## src/hdl/csc_pkg.sv

```systemverilog
package csc_pkg;

   // register offsets (byte addresses on the plain register port)
   localparam logic [7:0] OFF_METHOD_TABLE  = 8'h00;
   localparam logic [7:0] OFF_DRIVER_EN     = 8'h02;
   localparam logic [7:0] OFF_COMMAND       = 8'h03;
   localparam logic [7:0] OFF_STATE         = 8'h04;
   localparam logic [7:0] OFF_STEP_CTRL     = 8'h05;
   localparam logic [7:0] OFF_CONT_WEIGHT   = 8'h07;
   localparam logic [7:0] OFF_CONT_STEPS    = 8'h08;
   localparam logic [7:0] OFF_FAST_WEIGHT   = 8'h09;
   localparam logic [7:0] OFF_DRIVER_ID     = 8'h0A;
   localparam logic [7:0] OFF_STATUS        = 8'h0B;
   localparam logic [7:0] OFF_OUTDOOR_THR   = 8'h14;

   // values after reset
   localparam logic [15:0] RST_METHOD_TABLE = 16'hF06B;
   localparam logic [7:0]  RST_DRIVER_EN    = 8'h0F;
   localparam logic [7:0]  RST_COMMAND      = 8'h00;
   localparam logic [1:0]  RST_STEP_CTRL    = 2'h0;
   localparam logic [7:0]  RST_CONT_WEIGHT  = 8'h08;
   localparam logic [7:0]  RST_CONT_STEPS   = 8'h02;
   localparam logic [7:0]  RST_FAST_WEIGHT  = 8'h20;
   localparam logic [7:0]  RST_OUTDOOR_THR  = 8'h0A;

   // field positions
   localparam int BIT_EXPOSURE_EN = 0;
   localparam int BIT_OUTDOOR_EN  = 5;
   localparam int BIT_STEP_MODE   = 0;
   localparam int BIT_STEP_NEXT   = 1;
   localparam int BIT_ST_BUSY     = 0;
   localparam int BIT_ST_SINGLE   = 1;

   // weight at which luma averaging is off
   localparam logic [7:0] AVG_OFF_WEIGHT = 8'h20;

   // highest defined command code
   localparam logic [7:0] CMD_MAX = 8'h06;

   // driver group identifiers
   localparam logic [7:0] ID_SEQUENCER   = 8'h01;
   localparam logic [7:0] ID_EXPOSURE    = 8'h02;
   localparam logic [7:0] ID_WHITE_BAL   = 8'h03;
   localparam logic [7:0] ID_FLICKER     = 8'h04;
   localparam logic [7:0] ID_MODE        = 8'h07;
   localparam logic [7:0] ID_COMPRESSION = 8'h09;
   localparam logic [7:0] ID_EXT_OFFSET  = 8'h10;

   // free-running step interval
   localparam int CLK_KHZ       = 25000;
   localparam int STEP_PERIOD_US = 4;
   localparam int STEP_CYCLES   = (CLK_KHZ * STEP_PERIOD_US) / 1000;
   localparam logic [7:0] STEP_LAST = 8'(STEP_CYCLES - 1);

   typedef enum logic [3:0] {
      ST_INIT, ST_CHG_PREVIEW, ST_ENTER_PREVIEW, ST_PREVIEW, ST_LEAVE_PREVIEW,
      ST_CHG_CAPTURE, ST_ENTER_CAPTURE, ST_CAPTURE, ST_LEAVE_CAPTURE, ST_STANDBY
   } csc_state_e;

   typedef enum logic [2:0] {
      CMD_RUN, CMD_PREVIEW, CMD_CAPTURE, CMD_STANDBY, CMD_LOCK, CMD_REFRESH,
      CMD_REFRESH_MODE
   } csc_cmd_e;

   typedef enum logic [1:0] {GOAL_NONE, GOAL_PREVIEW, GOAL_CAPTURE, GOAL_STANDBY} csc_goal_e;
   typedef enum logic [1:0] {ACT_NONE, ACT_LOCK, ACT_REFRESH, ACT_REFRESH_MODE} csc_act_e;

   typedef struct packed {
      logic [7:0] cont_weight;
      logic [7:0] cont_steps;
      logic [7:0] fast_weight;
      logic       cont_avg_off;
      logic       fast_avg_off;
   } csc_exp_s;

   typedef struct packed {
      logic lock;
      logic refresh;
      logic refresh_mode;
   } csc_pulse_s;

endpackage

```

## src/hdl/csc_step_tick.sv

```systemverilog
`timescale 1ns/1ps
`default_nettype none

// one-cycle enable every STEP_CYCLES clocks for free-running steps
module csc_step_tick
   import csc_pkg::*;
(
   input  wire logic clk_i,   // system clock
   input  wire logic rst_i,   // async reset, high
   output logic      tick_o   // step enable pulse
);

   logic [7:0] cnt_q;
   logic [7:0] cnt_d;
   logic       tick_d;

   always_comb begin
      tick_d = (cnt_q == STEP_LAST);
      cnt_d  = tick_d ? 8'h00 : cnt_q + 8'h01;
   end

   always_ff @(posedge clk_i or posedge rst_i) begin
      if (rst_i) begin
         cnt_q  <= 8'h00;
         tick_o <= 1'b0;
      end else begin
         cnt_q  <= cnt_d;
         tick_o <= tick_d;
      end
   end

endmodule

`default_nettype wire

```

## src/hdl/csc_sequencer.sv

```systemverilog
// The plain strobed port was decided locally.
`timescale 1ns/1ps
`default_nettype none

// How it works
// [RL1] driver groups have numeric IDs; extensions add sixteen to the base ID
// [RL2] driver switch byte holds enables, bit 0 exposure driver, resets to 0x0F
// [RL3] switch bit 5 and exposure above outdoor threshold force outdoor white balance
// [RL4] command byte codes: run, preview, capture, standby, lock, refresh, refresh mode
// [RL5] a positive command is cleared, its program runs, then current state resumes
// [RL6] read-only state byte reports sequencer state 0..9, resets to preview (3)
// [RL7] step control bit 0 selects single-step operation, clear means free-running
// [RL8] writing 1 to step control bit 1 advances exactly one step
// [RL9] continuous averaging weight resets to 8; 32 turns averaging off
// [RL10] continuous step count resets to 2 and goes to the exposure driver
// [RL11] fast-mode averaging weight resets to 32, averaging off by default
// [RL12] commands above six are cleared and leave the state unchanged
module csc_sequencer
   import csc_pkg::*;
(
   input  wire logic        CLOCK_I,        // 25 MHz clock
   input  wire logic        RST_I,          // async reset, high
   input  wire logic [7:0]  ADDR_I,         // register address
   input  wire logic [15:0] WDATA_I,        // write data
   input  wire logic        WR_I,           // write strobe
   input  wire logic        RD_I,           // read strobe
   output logic      [15:0] RDATA_O,        // read data, cycle after RD_I
   input  wire logic [7:0]  EXPOSURE_VAL_I, // current exposure value
   output logic      [7:0]  DRIVER_EN_O,    // driver switch byte
   output logic             EXPOSURE_EN_O,  // exposure driver enable
   output logic             FORCE_OUTDOOR_O,// force outdoor white balance
   output csc_exp_s         EXPOSURE_O,     // exposure driver parameters
   output logic      [3:0]  STATE_O,        // current sequencer state
   output logic             BUSY_O,         // program in progress
   output csc_pulse_s       PULSE_O         // lock / refresh pulses
);

   ////////////////////////////////////////////////////////////////////////////
   // helpers

   function automatic logic hit(input logic [7:0] a, input logic [7:0] off);
      hit = (a == off);
   endfunction

   function automatic logic [7:0] ext_id(input logic [7:0] base);
      ext_id = base + ID_EXT_OFFSET; // [RL1]
   endfunction

   // one step from the current state toward the goal state
   function automatic csc_state_e toward(input csc_state_e s, input csc_goal_e g);
      toward = s;
      unique case (g)
         GOAL_PREVIEW: begin
            unique case (s)
               ST_CAPTURE:       toward = ST_LEAVE_CAPTURE;
               ST_CHG_PREVIEW:   toward = ST_ENTER_PREVIEW;
               ST_ENTER_PREVIEW: toward = ST_PREVIEW;
               ST_PREVIEW:       toward = ST_PREVIEW;
               default:          toward = ST_CHG_PREVIEW;
            endcase
         end
         GOAL_CAPTURE: begin
            unique case (s)
               ST_PREVIEW:       toward = ST_LEAVE_PREVIEW;
               ST_CHG_CAPTURE:   toward = ST_ENTER_CAPTURE;
               ST_ENTER_CAPTURE: toward = ST_CAPTURE;
               ST_CAPTURE:       toward = ST_CAPTURE;
               default:          toward = ST_CHG_CAPTURE;
            endcase
         end
         GOAL_STANDBY: begin
            unique case (s)
               ST_PREVIEW: toward = ST_LEAVE_PREVIEW;
               ST_CAPTURE: toward = ST_LEAVE_CAPTURE;
               default:    toward = ST_STANDBY;
            endcase
         end
         GOAL_NONE: toward = s;
      endcase
   endfunction

   function automatic csc_state_e goal_state(input csc_goal_e g);
      unique case (g)
         GOAL_CAPTURE: goal_state = ST_CAPTURE;
         GOAL_STANDBY: goal_state = ST_STANDBY;
         default:      goal_state = ST_PREVIEW;
      endcase
   endfunction

   ////////////////////////////////////////////////////////////////////////////
   // step enable

   logic tick;

   csc_step_tick u_tick (
      .clk_i  (CLOCK_I),
      .rst_i  (RST_I),
      .tick_o (tick)
   );

   ////////////////////////////////////////////////////////////////////////////
   // software registers

   logic [7:0] drv_en_q, drv_en_d;
   logic [7:0] cmd_q, cmd_d;
   logic [1:0] step_q, step_d;
   logic [7:0] cont_w_q, cont_w_d;
   logic [7:0] cont_s_q, cont_s_d;
   logic [7:0] fast_w_q, fast_w_d;
   logic [7:0] thr_q, thr_d;
   logic       wr_en, wr_cmd, wr_step;
   logic       step_used;

   always_comb begin
      drv_en_d = drv_en_q;
      cont_w_d = cont_w_q;
      cont_s_d = cont_s_q;
      fast_w_d = fast_w_q;
      thr_d    = thr_q;
      step_d   = step_q;
      cmd_d    = cmd_q;
      wr_en    = WR_I;
      wr_cmd   = wr_en && hit(ADDR_I, OFF_COMMAND);
      wr_step  = wr_en && hit(ADDR_I, OFF_STEP_CTRL);
      if (wr_en && hit(ADDR_I, OFF_DRIVER_EN)) begin
         drv_en_d = WDATA_I[7:0]; // [RL2]
      end
      if (wr_en && hit(ADDR_I, OFF_CONT_WEIGHT)) begin
         cont_w_d = WDATA_I[7:0]; // [RL9]
      end
      if (wr_en && hit(ADDR_I, OFF_CONT_STEPS)) begin
         cont_s_d = WDATA_I[7:0]; // [RL10]
      end
      if (wr_en && hit(ADDR_I, OFF_FAST_WEIGHT)) begin
         fast_w_d = WDATA_I[7:0]; // [RL11]
      end
      if (wr_en && hit(ADDR_I, OFF_OUTDOOR_THR)) begin
         thr_d = WDATA_I[7:0];
      end
      // the advance request is consumed once seen; a new write wins
      if (step_used) begin
         step_d[BIT_STEP_NEXT] = 1'b0; // [RL8]
      end
      if (wr_step) begin
         step_d = WDATA_I[1:0]; // [RL7]
      end
      // any nonzero command byte is cleared next cycle; only codes up to six are taken
      if (cmd_q != 8'h00) begin
         cmd_d = 8'h00; // [RL5] [RL12]
      end
      if (wr_cmd) begin
         cmd_d = WDATA_I[7:0]; // [RL4]
      end
   end

   always_ff @(posedge CLOCK_I or posedge RST_I) begin
      if (RST_I) begin
         drv_en_q <= RST_DRIVER_EN; // [RL2]
         cmd_q    <= RST_COMMAND;   // [RL4]
         step_q   <= RST_STEP_CTRL; // [RL7]
         cont_w_q <= RST_CONT_WEIGHT; // [RL9]
         cont_s_q <= RST_CONT_STEPS;  // [RL10]
         fast_w_q <= RST_FAST_WEIGHT; // [RL11]
         thr_q    <= RST_OUTDOOR_THR;
      end else begin
         drv_en_q <= drv_en_d;
         cmd_q    <= cmd_d;
         step_q   <= step_d;
         cont_w_q <= cont_w_d;
         cont_s_q <= cont_s_d;
         fast_w_q <= fast_w_d;
         thr_q    <= thr_d;
      end
   end

   ////////////////////////////////////////////////////////////////////////////
   // program execution

   csc_state_e state_q, state_d;
   csc_goal_e  goal_q, goal_d;
   csc_act_e   act_q, act_d;
   csc_pulse_s pulse_d;
   logic       step_en;
   logic       single;

   always_comb begin
      state_d   = state_q;
      goal_d    = goal_q;
      act_d     = act_q;
      pulse_d   = '0;
      single    = step_q[BIT_STEP_MODE];
      // single-step waits for the advance bit, otherwise the divider paces
      step_en   = single ? step_q[BIT_STEP_NEXT] : tick; // [RL7] [RL8]
      step_used = step_q[BIT_STEP_NEXT];
      if (step_en) begin
         if (goal_q != GOAL_NONE) begin
            state_d = toward(state_q, goal_q); // [RL5]
            if (state_d == goal_state(goal_q)) begin
               goal_d = GOAL_NONE;
            end
         end else if (act_q != ACT_NONE) begin
            pulse_d.lock         = (act_q == ACT_LOCK);
            pulse_d.refresh      = (act_q == ACT_REFRESH);
            pulse_d.refresh_mode = (act_q == ACT_REFRESH_MODE);
            act_d                = ACT_NONE;
         end
      end
      // a command taken now replaces any unfinished program
      if ((cmd_q != 8'h00) && (cmd_q <= CMD_MAX)) begin // [RL12]
         unique case (csc_cmd_e'(cmd_q[2:0])) // [RL4]
            CMD_PREVIEW:      begin goal_d = GOAL_PREVIEW; act_d = ACT_NONE; end
            CMD_CAPTURE:      begin goal_d = GOAL_CAPTURE; act_d = ACT_NONE; end
            CMD_STANDBY:      begin goal_d = GOAL_STANDBY; act_d = ACT_NONE; end
            CMD_LOCK:         begin goal_d = GOAL_NONE; act_d = ACT_LOCK; end
            CMD_REFRESH:      begin goal_d = GOAL_NONE; act_d = ACT_REFRESH; end
            CMD_REFRESH_MODE: begin goal_d = GOAL_NONE; act_d = ACT_REFRESH_MODE; end
            default:          begin goal_d = goal_q; act_d = act_q; end
         endcase
      end
   end

   always_ff @(posedge CLOCK_I or posedge RST_I) begin
      if (RST_I) begin
         state_q <= ST_PREVIEW; // [RL6]
         goal_q  <= GOAL_NONE;
         act_q   <= ACT_NONE;
         PULSE_O <= '0;
      end else begin
         state_q <= state_d;
         goal_q  <= goal_d;
         act_q   <= act_d;
         PULSE_O <= pulse_d;
      end
   end

   ////////////////////////////////////////////////////////////////////////////
   // outputs to the drivers

   logic     outdoor_d;
   csc_exp_s exp_d;

   always_comb begin
      outdoor_d = drv_en_q[BIT_OUTDOOR_EN] && (EXPOSURE_VAL_I > thr_q); // [RL3]
      exp_d.cont_weight  = cont_w_q;
      exp_d.cont_steps   = cont_s_q; // [RL10]
      exp_d.fast_weight  = fast_w_q;
      // weights of 32 or more use only the current luma
      exp_d.cont_avg_off = (cont_w_q >= AVG_OFF_WEIGHT); // [RL9]
      exp_d.fast_avg_off = (fast_w_q >= AVG_OFF_WEIGHT); // [RL11]
   end

   always_ff @(posedge CLOCK_I or posedge RST_I) begin
      if (RST_I) begin
         FORCE_OUTDOOR_O <= 1'b0;
         EXPOSURE_O      <= '0;
      end else begin
         FORCE_OUTDOOR_O <= outdoor_d;
         EXPOSURE_O      <= exp_d;
      end
   end

   assign DRIVER_EN_O   = drv_en_q;
   assign EXPOSURE_EN_O = drv_en_q[BIT_EXPOSURE_EN]; // [RL2]
   assign STATE_O       = state_q;
   assign BUSY_O        = (goal_q != GOAL_NONE) || (act_q != ACT_NONE) || (cmd_q != 8'h00);

   ////////////////////////////////////////////////////////////////////////////
   // read path

   logic [15:0] rdata_d;
   logic [15:0] status;

   always_comb begin
      status                = '0;
      status[BIT_ST_BUSY]   = BUSY_O;
      status[BIT_ST_SINGLE] = single;
      rdata_d               = RDATA_O;
      if (RD_I) begin
         unique case (ADDR_I)
            OFF_METHOD_TABLE: rdata_d = RST_METHOD_TABLE;
            OFF_DRIVER_EN:    rdata_d = {8'h00, drv_en_q};
            OFF_COMMAND:      rdata_d = {8'h00, cmd_q};
            OFF_STATE:        rdata_d = {12'h000, state_q}; // [RL6]
            OFF_STEP_CTRL:    rdata_d = {14'h0000, step_q};
            OFF_CONT_WEIGHT:  rdata_d = {8'h00, cont_w_q};
            OFF_CONT_STEPS:   rdata_d = {8'h00, cont_s_q};
            OFF_FAST_WEIGHT:  rdata_d = {8'h00, fast_w_q};
            OFF_DRIVER_ID:    rdata_d = {ext_id(ID_SEQUENCER), ID_SEQUENCER}; // [RL1]
            OFF_STATUS:       rdata_d = status;
            OFF_OUTDOOR_THR:  rdata_d = {8'h00, thr_q};
            default:          rdata_d = 16'h0000;
         endcase
      end
   end

   always_ff @(posedge CLOCK_I or posedge RST_I) begin
      if (RST_I) begin
         RDATA_O <= 16'h0000;
      end else begin
         RDATA_O <= rdata_d;
      end
   end

endmodule

`default_nettype wire

```

## config.mk

```make
export PLATFORM = sky130hd
export DESIGN_NAME = csc_sequencer
export DESIGN_NICKNAME = d
export VERILOG_FILES = /design/src/hdl/csc_pkg.sv /design/src/hdl/csc_step_tick.sv /design/src/hdl/csc_sequencer.sv
export SDC_FILE = /design/constraint.sdc
export NUM_CORES = 1
export LEC_CHECK = 0
export BUFFER_PORTS_ARGS = -buffer_cell sky130_fd_sc_hd__buf_4
export CORE_MARGIN = 1.5
export CORE_UTILIZATION = 45
export DETAILED_ROUTE_END_ITERATION = 7
export GPL_TIMING_DRIVEN = 0
export PLACE_DENSITY = 0.68
export SLEW_MARGIN = 10
export SYNTH_ARGS = -nofsm -noshare
export SYNTH_HDL_FRONTEND = slang
export SYNTH_HIERARCHICAL = 1
export SYNTH_SLANG_ARGS = --single-unit
```

## constraint.sdc

```tcl
create_clock -name CLOCK_I -period 5.5 [get_ports CLOCK_I]
set_input_delay 0.275 -clock CLOCK_I [delete_from_list [all_inputs] [get_ports CLOCK_I]]
set_output_delay 0.275 -clock CLOCK_I [all_outputs]
set_load 0.02 [all_outputs]
```

==> flow_summary_export.csv, run 1 <==
group,metric,value,unit
placement,place_area,5900,um^2
sta,skew,0.0130,ns
setup_path,cpMaxStageDelayCell,"nor3_1",
sta,report.final.slew_viol_count,0,
final_layout,multi_input_area,2170,um^2
final_layout,fillers,955,
logic_synthesis,netlist_area,5070,um^2
logic_synthesis,synth_edf_count,0,
global_route,grt_max_degree,53,
final_layout,layout-drive-gt1-share,33.4,%
final_layout,mostFrequentLayoutCell,"dfrtp_1",
clocking,ctsRootBufferMaster,"clkbuf_16",
outcome,run_status,"finished, final reports clean",
clocking,cts.repair.resized,0,
floorplan,core_area,10900,um^2
final_layout,num_antenna_cells,0,
power_and_ir_drop,internal-power,1.27,mW
route,vias_per_cell,5.72,
route,drcViolationCount,0,
setup_path,critPathMaxStageDelay,0.47,ns
power_and_ir_drop,p_comb_share,10.2,%
placement,hpwl,9510,um
setup_path,rrSetupSlack,3.46,ns
power_and_ir_drop,p_sw,409,uW
global_route,grt_util_all_layers,23.0,%
setup_path,cp-start-kind,"register",
logic_synthesis,async_reset_ff_share,100,%
logic_synthesis,synth-seq-cells,108,
logic_synthesis,ys_seq_area_share,53.6,%
route,post_drt_wl_per_cell,19.1,um
route,wirelength,12900,um
route,vias,3847,
final_layout,finalInstanceArea,6210,um^2
sta,min_period,2.22,ns
setup_path,worstRegToRegCells,6,
global_route,grt_pass1_vias,3763,
setup_path,r2r_end,"goal_q[1]",
setup_path,end_kind,"output pin",
floorplan,rows,38,
sta,period_share,40.4,%
placement,pre_cts_ws,3.29,ns
final_layout,final_cell_mix,"dfrtp_1, buf_4, mux2_2",
clocking,path_clk_slew,0.08,ns
sta,postLayoutSetupSlackWorst,3.28,ns
logic_synthesis,synth_area_per_cell,11.8,um^2
worst_hold_path,min_to,"cmd_q[4]",
worst_hold_path,min_path_cells,2,
power_and_ir_drop,powerDensity,270,nW/um^2
sta,rsz0062_at_grt,"no",
power_and_ir_drop,ir_drop,137,uV
sta,worst_pin_slew,0.619,ns
floorplan,die_w,109,um
setup_path,worst-path-max-fanout,5,
flow_run,maxCapViolCount,0,
power_and_ir_drop,clock_power_share,39.4,%
floorplan,pin_count,96,
power_and_ir_drop,p_seq_share,50.4,%
power_and_ir_drop,leakagePower,3.07,nW
global_route,grt_pass1_wl,20300,um
setup_path,critPathKind,"register to output pin",
logic_synthesis,yosys_most_used_dff,"dfrtp_1",
logic_synthesis,ys_types,67,
worst_hold_path,min_from,"WDATA_I[4]",
logic_synthesis,postSynthCellCount,431,
clocking,clockBufferDepth,2,
power_and_ir_drop,finalPower,1.67,mW
setup_path,crit_chain,"nor3_1 -> and2_1 -> nand4_1 -> buf_4",
sta,setup_viol,0,
clocking,cts_buffers,9,
logic_synthesis,yosysWarnings,6,
final_layout,register_area,2720,um^2
sta,hold_viol,0,
sta,fmaxAchievable,450,MHz
placement,port_buffers,82,
global_route,grt_overflow,0,
setup_path,cp.arrival,1.95,ns
floorplan,die_h,109,um
clocking,clkSinkCount,108,
placement,gp_congestion,0.929,
clocking,clk_latency,0.35,ns
final_layout,nets,573,
worst_hold_path,hold_path_class,"input pin to register",
setup_path,critPathTopFamily,"simple AND/OR/NAND/NOR gates",
setup_path,path_buf_inv,1,
final_layout,syn_to_final_growth,22.5,%
route,firstDrtPassIters,5,
floorplan,start_util,46.4,%
setup_path,worstPathRequired,5.22,ns
final_layout,stdcell_count,673,
setup_path,r2r_start,"STATE_O[1]",
clocking,htree_levels,3,
global_route,antenna_found_initial,0,
route,ant_nets,0,
floorplan,design.die.area,11900,um^2
power_and_ir_drop,sw_frac_of_total,24.4,%
route,drt_iter0_drc,302,
sta,tns,0,ns
placement,dp_cells,656,
sta,slew_headroom,58.6,%
clocking,cts_tree,"done",
[registers in the layout (all words and copies together), names as in the netlist]
name             flops
act_q                2
cmd_q                8
DRIVER_EN_O          8
FORCE_OUTDOOR_O      1
step_q               2
cont_s_q             8
u_tick/tick_o        1
thr_q                8
STATE_O              4
PULSE_O              3
u_tick/cnt_q         8
goal_q               2
EXPOSURE_O          26
fast_w_q             8
cont_w_q             8
RDATA_O             11
[final cells by class]
class	count	area share [%]
Clock buffer	12	3.97
Buffer	25	2.05
Inverter	18	1.13
Multi-Input combinational cell	282	34.9
Timing Repair Buffer	84	10.5
Sequential cell	108	43.7
Tap cell	140	2.82
Clock inverter	4	0.926
[repair_timing]
action,in CTS,in global routing
hold buffers,1,0
buffers inserted,0,0
hold endpoints to repair,9,0
[cell families (layout without fill, tap and decap cells)]
group                      Yosys count  in the layout  share of synthesized area, %
adders and majority gates            9              9                          2.22
xor gates and xnor gates             5              5                         0.864
AOI/OAI and AO/OA                   79             79                          10.9
and+or+nand+nor                    132            132                          16.0
muxes                               54             54                          12.5
other                                1              3                        0.0740
DFF                                108            108                          53.6
buffers and inverters               43            143                          3.85
[cells in the mapped netlist, types with 4 or more instances]
cell type  number  area (um^2)
dfrtp_1        97         2430
mux2_2         37          417
nor2_1         21         78.8
nand2_1        20         75.1
inv_1          18         67.6
a21oi_1        17         85.1
and3_1         13         81.3
clkbuf_1       13         48.8
o21ai_0        12         60.1
dfstp_2        11          289
nand3_1        11         55.1
nor2b_1        11         68.8
ha_1            9          113
mux2_4          9          135
nor3_1          9         45.0
mux2i_1         8         80.1
a21o_1          6         45.0
a22o_1          6         52.6
buf_4           6         45.0
nand4_1         6         37.5
and4_1          5         43.8
nor3b_1         5         37.5
a22oi_1         4         30.0
o22ai_1         4         25.0
xnor2_1         4         35.0
[per-stage QoR]
stage	utilization [%]	hold WS (ns)
global placement	53.7	0.259
floorplan	-	0.103
global route	56.8	0.220
finish	56.8	0.209
CTS	56.8	0.205
detailed placement	53.9	0.287
[power groups by stage]
stage	Combinational (mW)	Clock [mW]	Sequential (mW)
CTS	0.172	0.671	0.844
global placement	0.164	0	0.858
detailed placement	0.171	0	0.859
global route	0.186	0.701	0.847
floorplan	0.0787	0	0.871
finish	0.170	0.660	0.844
[routing by layer]
| metal | up-vias | GRT usage, % | part of all wire [%] |
|---|---|---|---|
| li1 | 1759 | - | - |
| met1 | 1913 | 34.1 | 47 |
| met2 | 147 | 33.6 | 44 |
| met3 | 28 | 2.93 | 6.1 |
| met4 | 0 | 9.87 | 2.6 |
| met5 | - | 0 | 0 |
[worst max path at each step]
stage               startpoint        endpoint  cells after the start
floorplan                RST_I  DRIVER_EN_O[4]                      1
global placement         RST_I  EXPOSURE_O[14]                      2
detailed placement   ADDR_I[5]     fast_w_q[6]                      5
CTS                   cmd_q[7]          BUSY_O                      4
global route          cmd_q[7]          BUSY_O                      4
finish                cmd_q[7]          BUSY_O                      4
(Power assumes the default switching activity.)
==> run 2, diff against run 1 <==
--- a/config.mk
+++ b/config.mk
@@ -5,6 +5,7 @@
 export SDC_FILE = /design/constraint.sdc
 export NUM_CORES = 1
 export LEC_CHECK = 0
+export ABC_AREA = 1
 export BUFFER_PORTS_ARGS = -buffer_cell sky130_fd_sc_hd__buf_4
 export CORE_MARGIN = 1.5
 export CORE_UTILIZATION = 45
==> constraint.sdc (replaced) <==
create_clock -name CLOCK_I -period 2.3 [get_ports CLOCK_I]
set_input_delay 0.115 -clock CLOCK_I [delete_from_list [all_inputs] [get_ports CLOCK_I]]
set_output_delay 0.115 -clock CLOCK_I [all_outputs]
set_load 0.02 [all_outputs]
==> flow_summary_export.csv, run 2 <==
group,metric,value,unit
global_route,grt_pass1_vias,4135,
floorplan,die_w,110,um
final_layout,regMostFlops,"EXPOSURE_O",
clocking,cts-hold-fix-buffers,6,
power_and_ir_drop,ir_drop,466,uV
power_and_ir_drop,finalPower,3.92,mW
placement,place_area,5980,um^2
sta,setup_viol,0,
logic_synthesis,yosys_most_used_dff,"dfrtp_1",
setup_path,critPathKind,"register to output pin",
outcome,run_status,"complete, but fails checks",
logic_synthesis,synth-seq-cells,108,
sta,report.final.slew_viol_count,0,
clocking,clockBufferDepth,2,
floorplan,design.die.area,12000,um^2
logic_synthesis,synth_area_per_cell,8.71,um^2
clocking,ctsRootBufferMaster,"clkbuf_16",
final_layout,nets,738,
logic_synthesis,ys_types,39,
sta,tns,0,ns
clocking,cts_tree,"done",
global_route,grt_pass1_wl,19900,um
final_layout,num_antenna_cells,0,
clocking,clkSinkCount,108,
logic_synthesis,synth_edf_count,0,
clocking,cts.repair.resized,0,
setup_path,cp-start-kind,"register",
sta,fmaxAchievable,551,MHz
final_layout,largest_register_ffs,26,
setup_path,worst-path-max-fanout,4,
setup_path,end_kind,"output pin",
floorplan,rows,38,
final_layout,syn_to_final_growth,23.7,%
placement,gp_congestion,0.916,
setup_path,cp.arrival,1.70,ns
placement,port_buffers,84,
final_layout,fin_util,57.7,%
logic_synthesis,yosysWarnings,6,
sta,worst_pin_slew,0.782,ns
route,ant_nets,0,
final_layout,finalInstanceArea,6330,um^2
logic_synthesis,async_reset_ff_share,100,%
placement,dp_cells,816,
logic_synthesis,synth_top_area_share,47.4,%
global_route,grt_max_degree,35,
floorplan,start_util,46.6,%
global_route,antenna_found_initial,0,
clocking,clk_latency,0.35,ns
placement,hpwl,9320,um
floorplan,die_h,110,um
sta,holdWs,-0.00255,ns
power_and_ir_drop,powerDensity,620,nW/um^2
global_route,grt_util_all_layers,22.1,%
final_layout,reg_top3,"EXPOSURE_O: 26 flops, RDATA_O: 11 flops",
route,wirelength,12200,um
clocking,cts_setup_buffers,0,
final_layout,final_cell_mix,"nand2_1, dfrtp_1, buf_4",
clocking,path_clk_slew,0.08,ns
route,vias_per_cell,5.05,
flow_run,maxCapViolCount,0,
floorplan,core_area,11000,um^2
floorplan,pin_count,96,
logic_synthesis,yosysMostFrequentCell,"nand2_1",
final_layout,layout-drive-gt1-share,27.8,%
worst_hold_path,hold_path_class,"input pin to register",
sta,skew,0.00882,ns
clocking,htree_levels,3,
outcome,violations,"negative hold slack",
logic_synthesis,ys_seq_area_share,53.0,%
sta,slew_headroom,47.8,%
sta,hold_viol,1,
logic_synthesis,synthTopCellsByCount,"nand2_1, dfrtp_1, inv_1",
sta,rsz0062_at_grt,"no",
clocking,cts_buffers,9,
route,firstDrtPassIters,6,
placement,pre_cts_ws,0.747,ns
route,post_drt_wl_per_cell,14.5,um
sta,postLayoutSetupSlackWorst,0.484,ns
final_layout,stdcell_count,838,
route,vias,4229,
power_and_ir_drop,leakagePower,3.43,nW
logic_synthesis,netlist_top_cells_area,"dfrtp_1, nand2_1, dfstp_2, inv_1, o21ai_2",
setup_path,worstPathRequired,2.18,ns
setup_path,rrSetupSlack,0.74,ns
route,drcViolationCount,0,
sta,min_period,1.82,ns
route,drt_iter0_drc,256,
logic_synthesis,postSynthCellCount,588,
logic_synthesis,yosys.area.top_type,"dfrtp_1",
final_layout,mostFrequentLayoutCell,"nand2_1",
sta,period_share,79.0,%
logic_synthesis,netlist_area,5120,um^2
global_route,grt_overflow,0,
==> run 2: worst max-delay path, cell delays in order (launching register included) <==
cell,delay [ns]
dfrtp_1,0.37
nor3_1,0.37
nand2_1,0.18
nor2_1,0.13
nand3_1,0.12
buf_4,0.19
==> run 2: logic make-up after synthesis <==
logic type / synth area share [%]
AOI/OAI and AO/OA: 9.48
xor gates and xnor gates: 0.342
adders and majority gates: 2.20
buffers and inverters: 8.38
DFF: 53.0
muxes: 0.220
other: 0.0732
and+or+nand+nor: 26.3
==> run 2: final timing paths <==
| path | start | depth (start not counted) | to |
|---|---|---|---|
| min in group asynchronous | RST_I | 3 | u_tick/cnt_q[6] |
| setup reg to reg | cmd_q[3] | 8 | RDATA_O[0] |
| hold / removal | WDATA_I[5] | 3 | thr_q[5] |
| hold reg to reg | fast_w_q[1] | 0 | EXPOSURE_O[3] |
| max in group asynchronous | RST_I | 4 | cont_w_q[3] |
| setup / recovery | cmd_q[3] | 5 | BUSY_O |
==> run 2: where the power goes <==
part	internal [mW]	total, mW	switching (mW)
registers	1.97	2.02	0.0442
logic	0.153	0.397	0.245
clock network	0.763	1.51	0.747
total	2.89	3.92	1.04
==> run 2: area by class of cell <==
class                   count  area [um^2]
plain buffers              15          136
clock buffers               9          225
clock inverters             7         68.8
fillers                   970         4650
inverters                  77          297
multi-input cells         390         1980
flip-flops and latches    108         2720
well taps                 140          175
repair buffers             92          731
==> run 2: layer usage <==
layer / vias to the layer above / track usage [%] / wire, um
met5: - / 0 / 0
met3: 20 / 2.79 / 672
met1: 2003 / 30.4 / 5370
met4: 0 / 9.37 / 304
met2: 151 / 35.1 / 5810
li1: 2055 / - / -
==> run 3, diff against run 2 <==
--- a/config.mk
+++ b/config.mk
@@ -5,7 +5,7 @@
 export SDC_FILE = /design/constraint.sdc
 export NUM_CORES = 1
 export LEC_CHECK = 0
-export ABC_AREA = 1
+export ABC_AREA = 0
 export BUFFER_PORTS_ARGS = -buffer_cell sky130_fd_sc_hd__buf_4
 export CORE_MARGIN = 1.5
 export CORE_UTILIZATION = 45
==> constraint.sdc (replaced) <==
create_clock -name CLOCK_I -period 1.9 [get_ports CLOCK_I]
set_input_delay 0.095 -clock CLOCK_I [delete_from_list [all_inputs] [get_ports CLOCK_I]]
set_output_delay 0.095 -clock CLOCK_I [all_outputs]
set_load 0.02 [all_outputs]
==> flow_summary_export.csv, run 3 (synthesis results as in run 1) <==
group,metric,value,unit
route,drcViolationCount,0,
setup_path,end_kind,"output pin",
global_route,grt_util_all_layers,22.6,%
power_and_ir_drop,internal-power,3.67,mW
sta,skew,0.00728,ns
sta,min_period,1.80,ns
flow_run,maxCapViolCount,0,
clocking,cts_buffers,9,
setup_path,cp-start-kind,"register",
setup_path,critPathKind,"register to output pin",
sta,setup_viol,0,
global_route,antenna_found_initial,0,
sta,period_share,94.8,%
floorplan,die_w,109,um
setup_path,r2r_end,"goal_q[1]",
outcome,run_status,"finished, final reports clean",
route,drt_iter0_drc,250,
setup_path,worstPathRequired,1.80,ns
placement,place_area,5910,um^2
placement,gp_congestion,0.918,
clocking,clockBufferDepth,2,
clocking,cts_tree,"done",
global_route,grt_pass1_vias,3674,
final_layout,final_cell_mix,"dfrtp_1, buf_4, mux2_2",
sta,slew_headroom,52.6,%
route,vias,3870,
final_layout,mostFrequentLayoutCell,"dfrtp_1",
route,post_drt_wl_per_cell,18.8,um
final_layout,layout-drive-gt1-share,34.2,%
setup_path,cp.arrival,1.71,ns
worst_hold_path,hold_path_class,"input pin to register",
final_layout,num_antenna_cells,0,
floorplan,die_h,109,um
placement,hpwl,9490,um
final_layout,reg_top3,"EXPOSURE_O: 26 flops, RDATA_O: 11 flops",
clocking,htree_levels,3,
final_layout,regMostFlops,"EXPOSURE_O",
sta,report.final.slew_viol_count,0,
worst_hold_path,min_from,"WDATA_I[4]",
final_layout,fin_util,56.9,%
power_and_ir_drop,leakagePower,3.07,nW
clocking,ctsRootBufferMaster,"clkbuf_16",
final_layout,finalInstanceArea,6230,um^2
sta,rsz0062_at_grt,"no",
setup_path,worstRegToRegCells,5,
global_route,grt_max_degree,40,
sta,worst_pin_slew,0.710,ns
route,firstDrtPassIters,4,
global_route,grt_pass1_wl,19900,um
clocking,path_clk_slew,0.07,ns
sta,fmaxAchievable,555,MHz
floorplan,rows,38,
sta,hold_viol,0,
worst_hold_path,min_path_cells,2,
route,vias_per_cell,5.76,
global_route,grt_overflow,0,
final_layout,syn_to_final_growth,22.8,%
final_layout,largest_register_ffs,26,
setup_path,rrSetupSlack,0.17,ns
clocking,clkSinkCount,108,
route,ant_nets,0,
power_and_ir_drop,sw_frac_of_total,24.4,%
floorplan,design.die.area,11900,um^2
final_layout,nets,572,
clocking,clk_latency,0.35,ns
power_and_ir_drop,ir_drop,354,uV
worst_hold_path,min_to,"DRIVER_EN_O[4]",
setup_path,r2r_start,"STATE_O[1]",
power_and_ir_drop,clock_power_share,39.5,%
floorplan,pin_count,96,
floorplan,start_util,46.4,%
setup_path,worst-path-max-fanout,5,
route,wirelength,12600,um
power_and_ir_drop,p_seq_share,50.4,%
power_and_ir_drop,powerDensity,779,nW/um^2
power_and_ir_drop,p_sw,1.19,mW
placement,port_buffers,82,
final_layout,fillers,940,
power_and_ir_drop,p_comb_share,10.2,%
floorplan,core_area,10900,um^2
[run 3: cell count changes in the layout (fill, tap and decap cells not counted), moves of 12 or more]
cell and delta:
o21ai_2 -24, o21ai_1 -13, mux2_2 +36, and3_1 +12, nand2_1 -151, clkbuf_1 +12
inv_1 -48, nor2_1 -35, nand3_1 -17
[run 3: what timing repair did]
| action | 4_1_cts | 5_1_grt |
|---|---|---|
| setup buffers | 0 | 0 |
| setup endpoints to repair | 3 | 2 |
| gates resized for setup | 1 | 2 |
| hold buffers | 1 | 0 |
| hold endpoints to repair | 32 | 0 |
[run 3: worst max path at each step]
stage	depth (start not counted)	startpoint	endpoint	slack, ns
finish	4	cmd_q[7]	BUSY_O	0.1
global route	4	goal_q[1]	BUSY_O	0.04
CTS	4	cmd_q[7]	BUSY_O	0.07
detailed placement	5	ADDR_I[5]	fast_w_q[1]	-0.16
global placement	5	ADDR_I[5]	fast_w_q[6]	-0.19
floorplan	6	STATE_O[1]	goal_q[1]	0.14
[run 3: through the flow]
step / hold slack (ns) / setup slack (ns) / TNS (ns) / total power [mW] / instances
2_1_floorplan: -0.0771 / 0.139 / 0 / 2.75 / 433
3_3_place_gp: 0.0912 / -0.191 / -3.17 / 2.96 / 655
3_5_place_dp: 0.0970 / -0.164 / -2.65 / 2.98 / 657
4_1_cts: 0.0253 / 0.0698 / 0 / 4.89 / 673
5_1_grt: 0.0354 / 0.0427 / 0 / 5.04 / 672
6_report: 0.0319 / 0.0995 / 0 / 4.85 / 672
[run 3: final cells by class]
class	count	area [um^2]	area share (%)
plain buffers	23	120	1.93
clock buffers	12	246	3.96
clock inverters	4	56.3	0.904
inverters	18	71.3	1.15
multi-input cells	282	2170	34.9
flip-flops and latches	108	2720	43.6
well taps	140	175	2.81
repair buffers	85	666	10.7
[run 3: critical path, stage by stage, from the launching register on]
cell,delay [ns]
dfrtp_1,0.41
nor3_2,0.30
and2_2,0.25
nand4_1,0.18
buf_4,0.21
[run 3: power by group through the flow]
stage / logic [mW] / clock network [mW] / registers (mW)
3_5_place_dp: 0.495 / 0 / 2.49
3_3_place_gp: 0.477 / 0 / 2.48
5_1_grt: 0.539 / 2.05 / 2.45
4_1_cts: 0.498 / 1.95 / 2.44
6_report: 0.493 / 1.91 / 2.44
2_1_floorplan: 0.228 / 0 / 2.52
[run 3: layer usage]
layer	global-route usage [%]	up-vias	wire length [um]
met5	0	-	0
met4	8.93	0	232
met3	2.51	16	911
met2	33.9	151	5660
met1	33.4	1946	5810
li1	-	1757	-
